## src/hw/tdm_port_pkg.sv

```systemverilog
package tdm_port_pkg;

	localparam int          WORD_BITS     = 16;
	localparam int          FIFO_DEPTH    = 16;
	localparam logic [4:0]  BIT_LAST      = 5'h0f;
	// master frame: sync low for one bit, then the word; gap bits follow
	localparam logic [4:0]  FRAME_BITS    = 5'h14;
	localparam logic [3:0]  BCLK_HALF     = 4'h4;
	localparam logic [15:0] CTRL_RESET    = 16'h0000;
	localparam logic [15:0] SAMPLE_RESET  = 16'h0000;

	typedef enum logic [1:0] {
		PORT_IDLE  = 2'b00,
		PORT_SHIFT = 2'b01,
		PORT_GAP   = 2'b10
	} port_state_type;

	typedef struct packed {
		logic        is_ctrl;
		logic [15:0] data;
	} frame_word_type;

endpackage : tdm_port_pkg

```

## src/hw/tdm_serial_port.sv

```systemverilog
// Overview of operation
// - role-select high makes the port frame master, low makes it slave.
// - master drives frame sync itself; slave takes it from outside.
// - falling frame sync starts a frame of shifting in and out.
// - outgoing bits change on the rising bit-clock edge.
// - incoming bits are sampled on the falling bit-clock edge.
// - data output is released outside frames and driven only inside.
// - outgoing stream carries converted samples and register read-back words.
// - delayed frame sync output feeds the next slave's frame sync.
// - delayed frame sync lasts exactly as long as the master's pulse.
// - power-down low stops the serial port and bit clock.
// - leaving power-down resumes with every register value kept.
// - power-down clears counters, port state, output enable and the clock and sync flops, never programmed registers.
// - hardware reset returns registers and port to defaults.
// - as master all timing comes from the master clock input; as slave bit clock and sync come from the pins.
`timescale 1ns/1ps

module tdm_fifo #(
	parameter int WIDTH = 17,
	parameter int DEPTH = 16
) (
	input  wire logic             sys_clk,
	input  wire logic             resetn,
	input  wire logic             in_valid,
	output logic                  in_ready,
	input  wire logic [WIDTH-1:0] in_data,
	output logic                  out_valid,
	input  wire logic             out_ready,
	output logic      [WIDTH-1:0] out_data
);
	localparam int AW = $clog2(DEPTH);
	logic [WIDTH-1:0] mem_r [DEPTH];
	logic [AW-1:0]    wr_r;
	logic [AW-1:0]    rd_r;
	logic [AW:0]      count_r;
	logic             push;
	logic             pop;
	assign in_ready  = (count_r != (AW+1)'(DEPTH));
	assign out_valid = (count_r != '0);
	assign out_data  = mem_r[rd_r];
	assign push      = in_valid && in_ready;
	assign pop       = out_valid && out_ready;
	always_ff @(posedge sys_clk) begin
		if (push) begin
			mem_r[wr_r] <= in_data;
		end
	end
	always_ff @(posedge sys_clk or negedge resetn) begin
		if (!resetn) begin
			wr_r    <= '0;
			rd_r    <= '0;
			count_r <= '0;
		end else begin
			if (push) begin
				wr_r <= wr_r + 1'b1;
			end
			if (pop) begin
				rd_r <= rd_r + 1'b1;
			end
			count_r <= count_r + (AW+1)'(push) - (AW+1)'(pop);
		end
	end
endmodule : tdm_fifo

////////////////////////////////////////////////////////////////////////////////
module tdm_serial_port (
	input  wire logic        sys_clk,
	input  wire logic        resetn,
	input  wire logic        role_master,
	input  wire logic        power_down_n,
	input  wire logic        bclk_in,
	input  wire logic        frame_sync_in,
	output logic             frame_sync_out,
	output logic             frame_sync_oe,
	output logic             bclk_out,
	output logic             bclk_oe,
	input  wire logic        data_in,
	output logic             data_out,
	output logic             data_out_oe,
	output logic             delayed_frame_sync_out,
	input  wire logic        tx_valid,
	output logic             tx_ready,
	input  wire logic [16:0] tx_word,
	output logic             rx_valid,
	output logic [15:0]      rx_word,
	output logic [15:0]      ctrl_word
);
	logic                          master_meta_r;
	logic                          master_r;
	logic                          pwr_meta_r;
	logic                          run_r;
	logic [3:0]                    div_r;
	logic                          bclk_r;
	logic                          bclk_prev_r;
	logic                          fs_prev_r;
	logic [4:0]                    mcnt_r;
	logic [4:0]                    bit_r;
	tdm_port_pkg::port_state_type  state_r;
	logic [15:0]                   shin_r;
	logic [15:0]                   shout_r;
	logic                          fs_out_r;
	logic                          dfs_r;
	logic                          dout_r;
	logic                          doe_r;
	logic                          rxv_r;
	logic [15:0]                   rxw_r;
	logic [15:0]                   ctrl_r;
	logic                          tx_tgt_ctrl_r;
	logic                          fifo_ready;
	logic                          q_valid;
	logic [16:0]                   q_data;
	logic                          q_pop;
	logic                          bclk_s;
	logic                          fs_s;
	logic                          rise;
	logic                          fall;
	logic                          fs_fall;
	tdm_port_pkg::frame_word_type  q_word;

	//////////////////////////////////////////////////////////////////////////
	// read-back and sample words wait here; producer stalls on tx_ready
	tdm_fifo #(
		.WIDTH (17),
		.DEPTH (tdm_port_pkg::FIFO_DEPTH)
	) u_tdm_fifo (
		.sys_clk   (sys_clk),
		.resetn    (resetn),
		.in_valid  (tx_valid),
		.in_ready  (fifo_ready),
		.in_data   (tx_word),
		.out_valid (q_valid),
		.out_ready (q_pop),
		.out_data  (q_data)
	);
	assign q_word = tdm_port_pkg::frame_word_type'(q_data);

	//////////////////////////////////////////////////////////////////////////
	// input synchronisers; second stage alone feeds logic
	always_ff @(posedge sys_clk or negedge resetn) begin
		if (!resetn) begin
			master_meta_r <= 1'b0;
			master_r      <= 1'b0;
			pwr_meta_r    <= 1'b0;
			run_r         <= 1'b0;
		end else begin
			master_meta_r <= role_master;
			master_r      <= master_meta_r;
			pwr_meta_r    <= power_down_n;
			run_r         <= pwr_meta_r;
		end
	end

	//////////////////////////////////////////////////////////////////////////
	// bit clock: divided from sys_clk as master, else taken from the pin
	always_ff @(posedge sys_clk or negedge resetn) begin
		if (!resetn) begin
			div_r  <= 4'h0;
			bclk_r <= 1'b0;
		end else if (!run_r || !master_r) begin
			div_r  <= 4'h0;
			bclk_r <= 1'b0;
		end else if (div_r == tdm_port_pkg::BCLK_HALF) begin
			div_r  <= 4'h0;
			bclk_r <= !bclk_r;
		end else begin
			div_r <= div_r + 4'h1;
		end
	end

	assign bclk_s  = master_r ? bclk_r : bclk_in;
	assign fs_s    = master_r ? fs_out_r : frame_sync_in;
	assign rise    = run_r && bclk_s && !bclk_prev_r;
	assign fall    = run_r && !bclk_s && bclk_prev_r;
	always_ff @(posedge sys_clk or negedge resetn) begin
		if (!resetn) begin
			bclk_prev_r <= 1'b0;
		end else begin
			bclk_prev_r <= bclk_s;
		end
	end

	//////////////////////////////////////////////////////////////////////////
	// master frame sync: low for one bit period per frame
	always_ff @(posedge sys_clk or negedge resetn) begin
		if (!resetn) begin
			mcnt_r   <= 5'h00;
			fs_out_r <= 1'b1;
		end else if (!run_r || !master_r) begin
			mcnt_r   <= 5'h00;
			fs_out_r <= 1'b1;
		end else if (rise) begin
			fs_out_r <= (mcnt_r != 5'h00);
			mcnt_r   <= (mcnt_r == tdm_port_pkg::FRAME_BITS) ? 5'h00
				: mcnt_r + 5'h01;
		end
	end

	//////////////////////////////////////////////////////////////////////////
	// frame start and shifting; falling sync arms the frame on a rise
	always_ff @(posedge sys_clk or negedge resetn) begin
		if (!resetn) begin
			fs_prev_r <= 1'b1;
		end else if (rise) begin
			fs_prev_r <= fs_s;
		end
	end

	// sync sampled on rising edges so master and slave see the same edge
	assign fs_fall = rise && fs_prev_r && !fs_s;
	assign q_pop   = fs_fall && q_valid && (state_r == tdm_port_pkg::PORT_IDLE);
	always_ff @(posedge sys_clk or negedge resetn) begin
		if (!resetn) begin
			state_r       <= tdm_port_pkg::PORT_IDLE;
			bit_r         <= 5'h00;
			shout_r       <= tdm_port_pkg::SAMPLE_RESET;
			dout_r        <= 1'b0;
			doe_r         <= 1'b0;
			tx_tgt_ctrl_r <= 1'b0;
		end else if (!run_r) begin
			state_r <= tdm_port_pkg::PORT_IDLE;
			bit_r   <= 5'h00;
			doe_r   <= 1'b0;
		end else begin
			unique case (state_r)
				tdm_port_pkg::PORT_IDLE: begin
					if (fs_fall) begin
						// empty queue sends a zero sample
						shout_r <= q_valid ? q_word.data
							: tdm_port_pkg::SAMPLE_RESET;
						tx_tgt_ctrl_r <= q_valid && q_word.is_ctrl;
						bit_r   <= 5'h00;
						doe_r   <= 1'b1;
						dout_r  <= q_valid ? q_word.data[15] : 1'b0;
						state_r <= tdm_port_pkg::PORT_SHIFT;
					end
				end
				tdm_port_pkg::PORT_SHIFT: begin
					if (rise) begin
						if (bit_r == tdm_port_pkg::BIT_LAST) begin
							doe_r   <= 1'b0;
							state_r <= tdm_port_pkg::PORT_GAP;
						end else begin
							shout_r <= {shout_r[14:0], 1'b0};
							dout_r  <= shout_r[14];
							bit_r   <= bit_r + 5'h01;
						end
					end
				end
				tdm_port_pkg::PORT_GAP: begin
					// wait for sync to go high before the next frame
					if (rise && fs_s) begin
						state_r <= tdm_port_pkg::PORT_IDLE;
					end
				end
				default: begin
					state_r <= tdm_port_pkg::PORT_IDLE;
				end
			endcase
		end
	end

	//////////////////////////////////////////////////////////////////////////
	// receive: sample on falling edges while shifting
	always_ff @(posedge sys_clk or negedge resetn) begin
		if (!resetn) begin
			shin_r <= 16'h0000;
			rxv_r  <= 1'b0;
			rxw_r  <= 16'h0000;
			ctrl_r <= tdm_port_pkg::CTRL_RESET;
		end else begin
			rxv_r <= 1'b0;
			if (run_r && fall && state_r == tdm_port_pkg::PORT_SHIFT) begin
				shin_r <= {shin_r[14:0], data_in};
				if (bit_r == tdm_port_pkg::BIT_LAST) begin
					// control frames update the register; samples go out
					if (tx_tgt_ctrl_r) begin
						ctrl_r <= {shin_r[14:0], data_in};
					end else begin
						rxw_r <= {shin_r[14:0], data_in};
						rxv_r <= 1'b1;
					end
				end
			end
		end
	end

	//////////////////////////////////////////////////////////////////////////
	// delayed sync: one bit after the sampled sync, two after the master's sync output; same width as the master pulse
	always_ff @(posedge sys_clk or negedge resetn) begin
		if (!resetn) begin
			dfs_r <= 1'b1;
		end else if (!run_r) begin
			dfs_r <= 1'b1;
		end else if (rise) begin
			dfs_r <= fs_prev_r;
		end
	end
	//////////////////////////////////////////////////////////////////////////
	// outputs straight from flip-flops
	always_ff @(posedge sys_clk or negedge resetn) begin
		if (!resetn) begin
			frame_sync_out         <= 1'b1;
			frame_sync_oe          <= 1'b0;
			bclk_out               <= 1'b0;
			bclk_oe                <= 1'b0;
			data_out               <= 1'b0;
			data_out_oe            <= 1'b0;
			delayed_frame_sync_out <= 1'b1;
			tx_ready               <= 1'b0;
			rx_valid               <= 1'b0;
			rx_word                <= 16'h0000;
			ctrl_word              <= tdm_port_pkg::CTRL_RESET;
		end else begin
			frame_sync_out         <= fs_out_r;
			frame_sync_oe          <= master_r && run_r;
			bclk_out               <= bclk_r;
			bclk_oe                <= master_r && run_r;
			data_out               <= dout_r;
			data_out_oe            <= doe_r;
			delayed_frame_sync_out <= dfs_r;
			tx_ready               <= fifo_ready;
			rx_valid               <= rxv_r;
			rx_word                <= rxw_r;
			ctrl_word              <= ctrl_r;
		end
	end
endmodule : tdm_serial_port

```

## config.mk

```make
export PLATFORM = sky130hd
export DESIGN_NAME = tdm_serial_port
export DESIGN_NICKNAME = d
export VERILOG_FILES = /design/src/hw/tdm_port_pkg.sv /design/src/hw/tdm_serial_port.sv
export SDC_FILE = /design/constraint.sdc
export NUM_CORES = 1
export LEC_CHECK = 0
export BUFFER_PORTS_ARGS = -buffer_cell sky130_fd_sc_hd__buf_2
export CORE_MARGIN = 3
export CORE_UTILIZATION = 30
export DETAILED_ROUTE_END_ITERATION = 10
export GPL_TIMING_DRIVEN = 0
export PLACE_DENSITY = 0.42
export RECOVER_POWER = 25
export SYNTH_ARGS = -nofsm -noshare
export SYNTH_HDL_FRONTEND = slang
export SYNTH_SLANG_ARGS = --single-unit
```

## constraint.sdc

```tcl
create_clock -name sys_clk -period 7.75 [get_ports sys_clk]
set_input_delay 0.3875 -clock sys_clk [delete_from_list [all_inputs] [get_ports sys_clk]]
set_output_delay 0.3875 -clock sys_clk [all_outputs]
set_load 0.05 [all_outputs]
```

==> results of run 1 <==
cells in the mapped netlist, types with 4 or more instances:
| cell | instances | area, µm² |
|---|---|---|
| inv_1 | 24 | 90.1 |
| and3_1 | 4 | 25.0 |
| nor2b_1 | 8 | 50.1 |
| ha_1 | 17 | 213 |
| nor4_1 | 4 | 25.0 |
| buf_2 | 9 | 45.0 |
| edfxtp_1 | 272 | 8170 |
| a221oi_1 | 4 | 35.0 |
| o22ai_1 | 10 | 62.6 |
| mux2_2 | 39 | 439 |
| clkbuf_1 | 22 | 82.6 |
| and2_1 | 10 | 62.6 |
| nand3_1 | 37 | 185 |
| xnor2_1 | 7 | 61.3 |
| nand2_1 | 44 | 165 |
| dfstp_2 | 5 | 131 |
| a31oi_1 | 4 | 25.0 |
| dfrtp_1 | 139 | 3480 |
| a22oi_1 | 7 | 52.6 |
| xor2_1 | 5 | 43.8 |
| mux4_2 | 68 | 1530 |
| a21oi_1 | 15 | 75.1 |
| mux2_1 | 19 | 214 |
| nor2_1 | 36 | 135 |
| o21ai_0 | 19 | 95.1 |
| buf_1 | 4 | 15.0 |
stage by stage:
step / power, W / worst slack, ps
floorplan: 0.00336 / 4830
global placement: 0.00370 / 1710
detailed placement: 0.00374 / 4390
CTS: 0.00595 / 4360
global route: 0.00615 / 4180
finish: 0.00585 / 4450
state kept, by name, summed over array words and instances (netlist names), 2 cells and up:
register / flops
u_tdm_fifo.rd_r: 4
ctrl_word: 16
bit_r: 5
shin_r: 15
u_tdm_fifo.wr_r: 4
rxw_r: 16
u_tdm_fifo.count_r: 5
u_tdm_fifo.mem_r: 272
mcnt_r: 5
state_r: 2
div_r: 4
ctrl_r: 16
rx_word: 16
shout_r: 15
power groups by stage:
stage | Combinational [W] | Sequential [W] | Clock [W]
after floorplan | 0.000661 | 0.00270 | 0
after global placement | 0.000989 | 0.00271 | 0
after detailed placement | 0.00103 | 0.00271 | 0
after CTS | 0.00103 | 0.00267 | 0.00226
after global routing | 0.00110 | 0.00269 | 0.00236
final | 0.000998 | 0.00267 | 0.00219
logic make-up (layout without fill, tap and decap cells):
| kind of cell | count (synthesis) | count (layout) |
|---|---|---|
| adder cells (fa/ha/maj) | 18 | 18 |
| AO/OA/AOI/OAI | 73 | 73 |
| flip-flops | 416 | 416 |
| XOR/XNOR | 12 | 12 |
| multiplexers | 130 | 130 |
| AND/OR/NAND/NOR | 165 | 165 |
| buffers and inverters | 63 | 226 |
worst max-delay path, delay by kind of cell (launching register included):
kind	cells	cell delay [ps]
xor gates and xnor gates	1	120
AOI/OAI and AO/OA	1	150
adders and majority gates	4	1140
and+or+nand+nor	5	1150
buffers and inverters	3	270
DFF	1	390
what timing repair did:
action	in CTS	in global routing
hold endpoints to repair	73	0
buffers inserted	0	0
hold buffers	3	0
routing by layer:
layer / routed length [µm] / up-vias / share of wire [%]
met5: 8 / - / 0.021
met4: 826 / 2 / 2.2
met3: 1710 / 58 / 4.5
met2: 17700 / 154 / 47
met1: 17600 / 4206 / 47
li1: - / 3654 / -
worst paths after layout:
check / cells after the start / start / to
worst max-delay path: 14 / u_tdm_fifo.count_r[2]$_DFF_PN0_ / u_tdm_fifo.count_r[4]$_DFF_PN0_
worst min-delay path: 2 / data_in / shin_r[0]$_DFFE_PN0P_
worst max register to register: 14 / u_tdm_fifo.count_r[2]$_DFF_PN0_ / u_tdm_fifo.count_r[4]$_DFF_PN0_
worst min register to register: 0 / rxv_r$_DFF_PN0_ / rx_valid$_DFF_PN0_
max in group asynchronous: 3 / resetn / shout_r[2]$_DFFE_PN0P_
min in group asynchronous: 2 / resetn / rx_word[10]$_DFF_PN0_
cell type report:
cell class	instances	area, µm²	share of cell area, %
flip-flops and latches	416	11800	62.7
multi-input cells	398	3910	20.8
clock buffers	64	1320	7.01
well taps	680	851	4.53
repair buffers	81	463	2.47
clock inverters	18	196	1.05
plain buffers	37	161	0.860
inverters	26	97.6	0.520
==> impl_metrics.toml, run 1 <==
[synthesis]
seq_area_frac_synth_pct = 74.1
synthSimpleGateAreaFrac_pct = 5.19
ys_ff_latch = 416
synth_mux_area_share_pct = 14.0
syn_inst = 877
yosys.area_share.adder_pct = 1.46
synth_ff_type = "edfxtp_1"
synth_nets = 920
synth_cell_types = 55
synth_xor_area_share_pct = 0.662
async_flop_share_pct = 34.6
synth_area_mm2 = 0.0159
syn_area_per_cell_um2 = 18.1
synth_edf_count = 272
synth-compound-area-share_pct = 2.90
yosysWarningCount = 0
synth_top_family_by_area = "multiplexers"

[pwr]
switching_share_pct = 26.1
p_sw_w = 0.00153
p_int_w = 0.00432
power.density_mw_per_mm2 = 312
p_leak_nw = 6.94
p_comb_share_pct = 17.1
clockPowerShare_pct = 37.4
peakVddDrop_v = 0.000169
seqPwrFrac_pct = 45.5

[grt]
gr-max-usage-layer = "met2"
use_met3_pct = 2.75
grt_first_pass_wirelength_um = 57200
antenna_found_initial = 1
grt_use_met1_pct = 19.5
grt_use_met2_pct = 21.5
grt_pass1_vias = 8451
grt.overflow.total = 0
grt_max_degree = 78
groute.usage.overall_pct = 13.8

[final_layout]
final_layout_size_suffix_gt1_share_pct = 25.1
layout_commonest_cell = "edfxtp_1"
antennaDiodeCount = 0
stdcell_count = 1720
utilization_pct = 36.2
nets = 1049
syn_to_final_growth_pct = 18.1
final_cell_mix = "edfxtp_1 (272), dfrtp_1 (139), mux4_2 (68)"
finalInstanceArea_mm2 = 0.0188
n_fill_cell = 4870

[worst_setup_path]
end_kind = "register"
critical_path_class = "reg -> reg"
cp_cell_sequence = "inv_1 -> ha_1 -> nor4b_1 -> nor3_1 -> nand3b_1 -> inv_1 -> ha_1 -> inv_1 -> ha_1 -> fa_1 -> a21oi_1 -> nor2_1 -> nor2_1 -> xnor2_1"
critPathMaxStageDelay_ps = 550
critPathMaxFanout = 6
r2r_setup_slack_ps = 4450
required_ps = 8240
arrival_ps = 3790
worst_path_max_delay_cell = "nor4b_1"
critPathLaunchType = "register"

[job]
maxCapViolCount = 0

[run_status]
run_status = "finished clean"

[floorplanning]
core-area_mm2 = 0.0518
ios = 66
die_x_um = 236
die-area_mm2 = 0.0558
num_rows = 83
die_h_um = 236
start_util_pct = 30.7

[sta]
slew_violations = 0
finClkSkew_ps = 17.0
tightest_slew_ps = 1360
fin_crit_sh_pct = 42.6
period_minus_slack_ps = 3300
rsz0062_at_grt = "no"
fmax_ghz = 0.303
finalSetupViolations = 0
hold_ws_ps = 107
slew_headroom_pct = 9.24
setup_tns_ps = 0
hold_violations = 0

[cts]
htree_levels = 2
clk_latency_ps = 570
cts_buffers = 46
cts_tree = "done"
clock_sinks = 416
clk_path_buf_depth = 3
clk_pin_slew_ps = 60
post_cts_resized = 0
cts_root_buffer = "clkbuf_16"

[drt]
viasPerCell = 4.69
route.detailed.drc = 0
wirelength_um = 37800
num_vias = 8074
drtIter0Drc = 595
wl_per_cell_um = 22.0
firstDrtPassIters = 4
postRouteAntennaNets = 0

[placement]
io_buffers = 65
dpl-instance-area_mm2 = 0.0172
place_inst = 1635
gp_congestion = 0.691
dp_hpwl_um = 23000

[worst_hold_path]
hp-class = "in -> reg"
Power figures use the tool's default switching activity.
==> inputs of run 2 (changes only) <==
--- a/config.mk
+++ b/config.mk
@@ -10,7 +10,7 @@
 export CORE_UTILIZATION = 30
 export DETAILED_ROUTE_END_ITERATION = 10
 export GPL_TIMING_DRIVEN = 0
-export PLACE_DENSITY = 0.42
+export PLACE_DENSITY = 0.43
 export RECOVER_POWER = 25
 export SYNTH_ARGS = -nofsm -noshare
 export SYNTH_HDL_FRONTEND = slang
==> constraint.sdc (replaced) <==
create_clock -name sys_clk -period 2.65 [get_ports sys_clk]
set_input_delay 0.1325 -clock sys_clk [delete_from_list [all_inputs] [get_ports sys_clk]]
set_output_delay 0.1325 -clock sys_clk [all_outputs]
set_load 0.05 [all_outputs]
==> run 2 against run 1 <==
Net effect:
- fmax increased by 28%
- highest routed layer is now met4
- critical path type unchanged
- core utilization up 0.68 points
- routed wire length decreased by 0.48%
- largest cell class unchanged
==> impl_metrics.toml, run 2 (synthesis results as in run 1) <==
[worst_setup_path]
critPathTopFamily = "multiplexers"
worst-path-buf-inv = 2
critical_path_class = "reg -> reg"
critPathMaxStageDelay_ps = 530
r2r_setup_slack_ps = 80
r2r_start = "u_tdm_fifo.rd_r[0]$_DFFE_PN0P_"
critPathLaunch = "u_tdm_fifo.rd_r[0]$_DFFE_PN0P_"
worst_path_max_delay_cell = "mux4_2"
required_ps = 3070
critPathMaxFanout = 10
arrival_ps = 2990
end_kind = "register"
critPathLaunchType = "register"
cp_cell_sequence = "clkbuf_1 -> buf_4 -> mux4_2 -> mux2_2 -> o21ai_0 -> o22ai_1"

[drt]
wirelength_um = 37700
viasPerCell = 4.73
drtIter0Drc = 571
wl_per_cell_um = 21.5
firstDrtPassIters = 4
postRouteAntennaNets = 0
route.detailed.drc = 0
num_vias = 8276

[grt]
grt.overflow.total = 0
grt_pass1_vias = 8717
grt_max_degree = 96
antenna_found_initial = 1
grt_first_pass_wirelength_um = 57100
groute.usage.overall_pct = 13.7

[placement]
io_buffers = 65
gp_congestion = 0.709
dpl-instance-area_mm2 = 0.0173
dp_hpwl_um = 22900

[sta]
finalSetupViolations = 0
finClkSkew_ps = 15.8
setup_tns_ps = 0
hold_ws_ps = 96.3
period_minus_slack_ps = 2570
hold_violations = 0
fin_crit_sh_pct = 97.0
tightest_slew_ps = 1280
slew_violations = 0
rsz0062_at_grt = "yes"
fmax_ghz = 0.389
slew_headroom_pct = 14.6

[cts]
clk_pin_slew_ps = 60
htree_levels = 2
clock_sinks = 416
clk_path_buf_depth = 3
cts_root_buffer = "clkbuf_16"
cts_tree = "done"
clk_latency_ps = 560
cts_buffers = 46

[run_status]
run_status = "finished clean"

[floorplanning]
die-area_mm2 = 0.0558
core-area_mm2 = 0.0518
die_h_um = 236
num_rows = 83
start_util_pct = 30.7
ios = 66
die_x_um = 236

[final_layout]
finalInstanceArea_mm2 = 0.0191
largest_reg_flops = 272
final_cell_mix = "edfxtp_1 (272), dfrtp_1 (138), mux4_2 (68)"
n_fill_cell = 4824
nets = 1079
layout_commonest_cell = "edfxtp_1"
syn_to_final_growth_pct = 20.4
final_layout_size_suffix_gt1_share_pct = 29.1
regMostFlops = "u_tdm_fifo.mem_r"

[pwr]
p_total_w = 0.0168
p_leak_nw = 7.09
peakVddDrop_v = 0.000432
power.density_mw_per_mm2 = 880

[job]
maxCapViolCount = 0

[worst_hold_path]
worstHoldStart = "tx_valid"
hp-class = "in -> reg"
## run 2: repair_timing
action                     4_1_cts  5_1_grt
gates resized for setup         34       27
hold buffers                    23        0
setup endpoints to repair      229       35
pin swaps                        6        7
hold endpoints to repair       329        0
buffers inserted                 7        2
## run 2: final cells by class
type | count | area, µm² | share of cell area (%)
diodes | 1 | 2.50 | 0.0131
plain buffers | 37 | 200 | 1.05
clock buffers | 63 | 1220 | 6.41
clock inverters | 17 | 146 | 0.766
inverters | 26 | 97.6 | 0.510
multi-input cells | 398 | 4030 | 21.1
flip-flops and latches | 416 | 11800 | 61.6
well taps | 680 | 851 | 4.45
repair buffers | 111 | 795 | 4.15
## run 2: worst reg2reg max path, cell delays in order (launching register included)
cell	delay (ps)
dfrtp_1	360
clkbuf_1	290
buf_4	360
mux4_2	540
mux2_2	260
o21ai_0	480
o22ai_1	150
## run 2: where the power goes
part	switching (W)	leakage, nW	internal (W)	total [W]
combinational	0.00177	2.04	0.00134	0.00311
sequential	0.000228	4.38	0.00758	0.00781
clock	0.00249	0.669	0.00342	0.00591
## run 2: path summary, 6_finish.rpt
path / endpoint / depth (start not counted)
min reg2reg: rx_valid$_DFF_PN0_ / 0
max reg2reg: shout_r[1]$_DFFE_PN0P_ / 6
max: shout_r[1]$_DFFE_PN0P_ / 6
min: u_tdm_fifo.wr_r[0]$_DFFE_PN0P_ / 4
max in group asynchronous: master_r$_DFF_PN0_ / 3
min in group asynchronous: ctrl_word[11]$_DFF_PN0_ / 2
## run 2: per-layer routing
layer / vias to the layer above / track usage [%] / share of wire [%]
met4: 0 / 3.68 / 2.0
met1: 4347 / 19.4 / 47
met2: 173 / 21.5 / 47
li1: 3707 / - / -
met3: 49 / 2.86 / 4.4
met5: - / 0 / 0
## run 2: metrics by stage
step | std cells | worst slack [ps] | utilization (%)
finish | 1749 | 79.3 | 36.9
global route | 1748 | -58.5 | 36.9
CTS | 1746 | 7.00 | 36.8
detailed placement | 1636 | -711 | 33.3
global placement | 1622 | -3160 | 32.9
floorplan | 877 | -270 | -
==> inputs of run 3 (changes only) <==
--- a/config.mk
+++ b/config.mk
@@ -6,7 +6,6 @@
 export NUM_CORES = 1
 export LEC_CHECK = 0
 export BUFFER_PORTS_ARGS = -buffer_cell sky130_fd_sc_hd__buf_2
-export CORE_MARGIN = 3
 export CORE_UTILIZATION = 30
 export DETAILED_ROUTE_END_ITERATION = 10
 export GPL_TIMING_DRIVEN = 0
==> constraint.sdc (replaced) <==
create_clock -name sys_clk -period 2.65 [get_ports sys_clk]
set_input_delay 0.1325 -clock sys_clk [delete_from_list [all_inputs] [get_ports sys_clk]]
set_output_delay 0.1325 -clock sys_clk [all_outputs]
set_load 0.01 [all_outputs]
==> run 3 against run 2 <==
Net effect:
- the run now ends with max-capacitance violations, max-slew violations left
- clock power rose by 5.2%
- total power rose by 1.5%
- first-iteration DRC count rose by 3.5%
- worst hold slack improved by 35 ps
- worst setup slack improved by 46 ps
- largest cell class unchanged
- flip-flop and latch count did not move
==> impl_metrics.toml, run 3 (synthesis results as in run 1) <==
[run_status]
run_status = "complete, but fails checks"
violations = "max-capacitance violations, max-slew violations"

[cts]
clock_sinks = 416
htree_levels = 2
cts_tree = "done"
cts_buffers = 47
clk_pin_slew_ps = 60
cts_root_buffer = "clkbuf_16"
clk_path_buf_depth = 3
clk_latency_ps = 580

[sta]
finClkSkew_ps = 29.8
finalSetupViolations = 0
rsz0062_at_grt = "yes"
tightest_slew_ps = 1520
setup_tns_ps = 0
fin_crit_sh_pct = 95.3
slew_violations = 61
slew_headroom_pct = -1.51
hold_ws_ps = 131
fmax_ghz = 0.396
hold_violations = 0
period_minus_slack_ps = 2520

[final_layout]
final_cell_mix = "edfxtp_1 (272), dfrtp_1 (138), mux4_2 (68)"
utilization_pct = 37.2
syn_to_final_growth_pct = 21.3
regMostFlops = "u_tdm_fifo.mem_r"
largest_reg_flops = 272
nets = 1082
final_layout_size_suffix_gt1_share_pct = 29.0
layout_commonest_cell = "edfxtp_1"

[drt]
wirelength_um = 37500
postRouteAntennaNets = 0
viasPerCell = 4.70
num_vias = 8242
firstDrtPassIters = 5
wl_per_cell_um = 21.4
route.detailed.drc = 0
drtIter0Drc = 591

[worst_setup_path]
arrival_ps = 2960
critPathLaunchType = "register"
critical_path_class = "reg -> reg"
critPathMaxFanout = 10
end_kind = "register"
required_ps = 3090

[grt]
grt_max_degree = 85
groute.usage.overall_pct = 14.4
grt.overflow.total = 0
antenna_found_initial = 0
grt_pass1_vias = 8641
grt_first_pass_wirelength_um = 56600

[pwr]
peakVddDrop_v = 0.000472
power.density_mw_per_mm2 = 886
p_leak_nw = 7.16

[worst_hold_path]
hp-class = "in -> reg"

[floorplanning]
die_h_um = 232
start_util_pct = 30.7
core-area_mm2 = 0.0518
die-area_mm2 = 0.0539
num_rows = 83
die_x_um = 232
ios = 66

[placement]
dp_hpwl_um = 23200
io_buffers = 65
gp_congestion = 0.721

[job]
maxCapViolCount = 1
## run 3: path summary, 6_finish.rpt
kind	slack, ps	start	cells after the start	end
max	130	bit_r[0]$_DFFE_PN0P_	9	shout_r[14]$_DFFE_PN0P_
min	130	tx_valid	4	u_tdm_fifo.wr_r[0]$_DFFE_PN0P_
max reg2reg	130	bit_r[0]$_DFFE_PN0P_	9	shout_r[14]$_DFFE_PN0P_
min reg2reg	350	rxv_r$_DFF_PN0_	0	rx_valid$_DFF_PN0_
max in group asynchronous	1090	resetn	3	shout_r[9]$_DFFE_PN0P_
min in group asynchronous	460	resetn	2	ctrl_word[12]$_DFF_PN0_
## run 3: critical path, stage by stage, from the launching register on
cell,delay (ps)
dfrtp_1,410
ha_1,230
and3_1,190
ha_1,250
nor2b_1,140
a31oi_1,80
or4_4,550
buf_2,220
a221oi_1,260
nor2_1,80
## run 3: timing repair
item / CTS / global route
setup buffers: 7 / 3
setup endpoints to repair: 221 / 59
gates cloned: 0 / 0
pin swaps: 6 / 6
hold endpoints to repair: 340 / 0
gates resized for setup: 26 / 32
hold buffers: 23 / 0
## run 3: routing by layer
| metal | GRT usage [%] | vias to the layer above | wire, µm |
|---|---|---|---|
| met1 | 19.8 | 4327 | 17200 |
| met4 | 4.40 | 0 | 686 |
| met2 | 22.8 | 175 | 17700 |
| met5 | 0 | - | 0 |
| met3 | 2.97 | 44 | 1900 |
| li1 | - | 3696 | - |
## run 3: final cells by class
| type | count | area (µm²) |
|---|---|---|
| fillers | 4840 | 32500 |
| clock inverters | 16 | 136 |
| diodes | 1 | 2.50 |
| repair buffers | 113 | 837 |
| multi-input cells | 398 | 4010 |
| flip-flops and latches | 416 | 11800 |
| clock buffers | 68 | 1360 |
| plain buffers | 37 | 203 |
| inverters | 26 | 101 |
| well taps | 680 | 851 |
## run 3: power breakdown
part / switching, W / internal, W / leakage, nW
combinational: 0.00171 / 0.00134 / 2.05
clock: 0.00257 / 0.00365 / 0.728
sequential: 0.000228 / 0.00758 / 4.38
total: 0.00451 / 0.0126 / 7.16
## run 3: through the flow
stage / cell area (µm²) / worst slack, ps / total power (W) / cells
finish: 19300 / 125 / 0.0171 / 1755
global route: 19300 / -62.3 / 0.0179 / 1754
CTS: 19200 / -60.3 / 0.0173 / 1751
detailed placement: 17300 / -643 / 0.0109 / 1637
global placement: 17100 / -3100 / 0.0108 / 1622
floorplan: 15900 / -270 / 0.00979 / 877
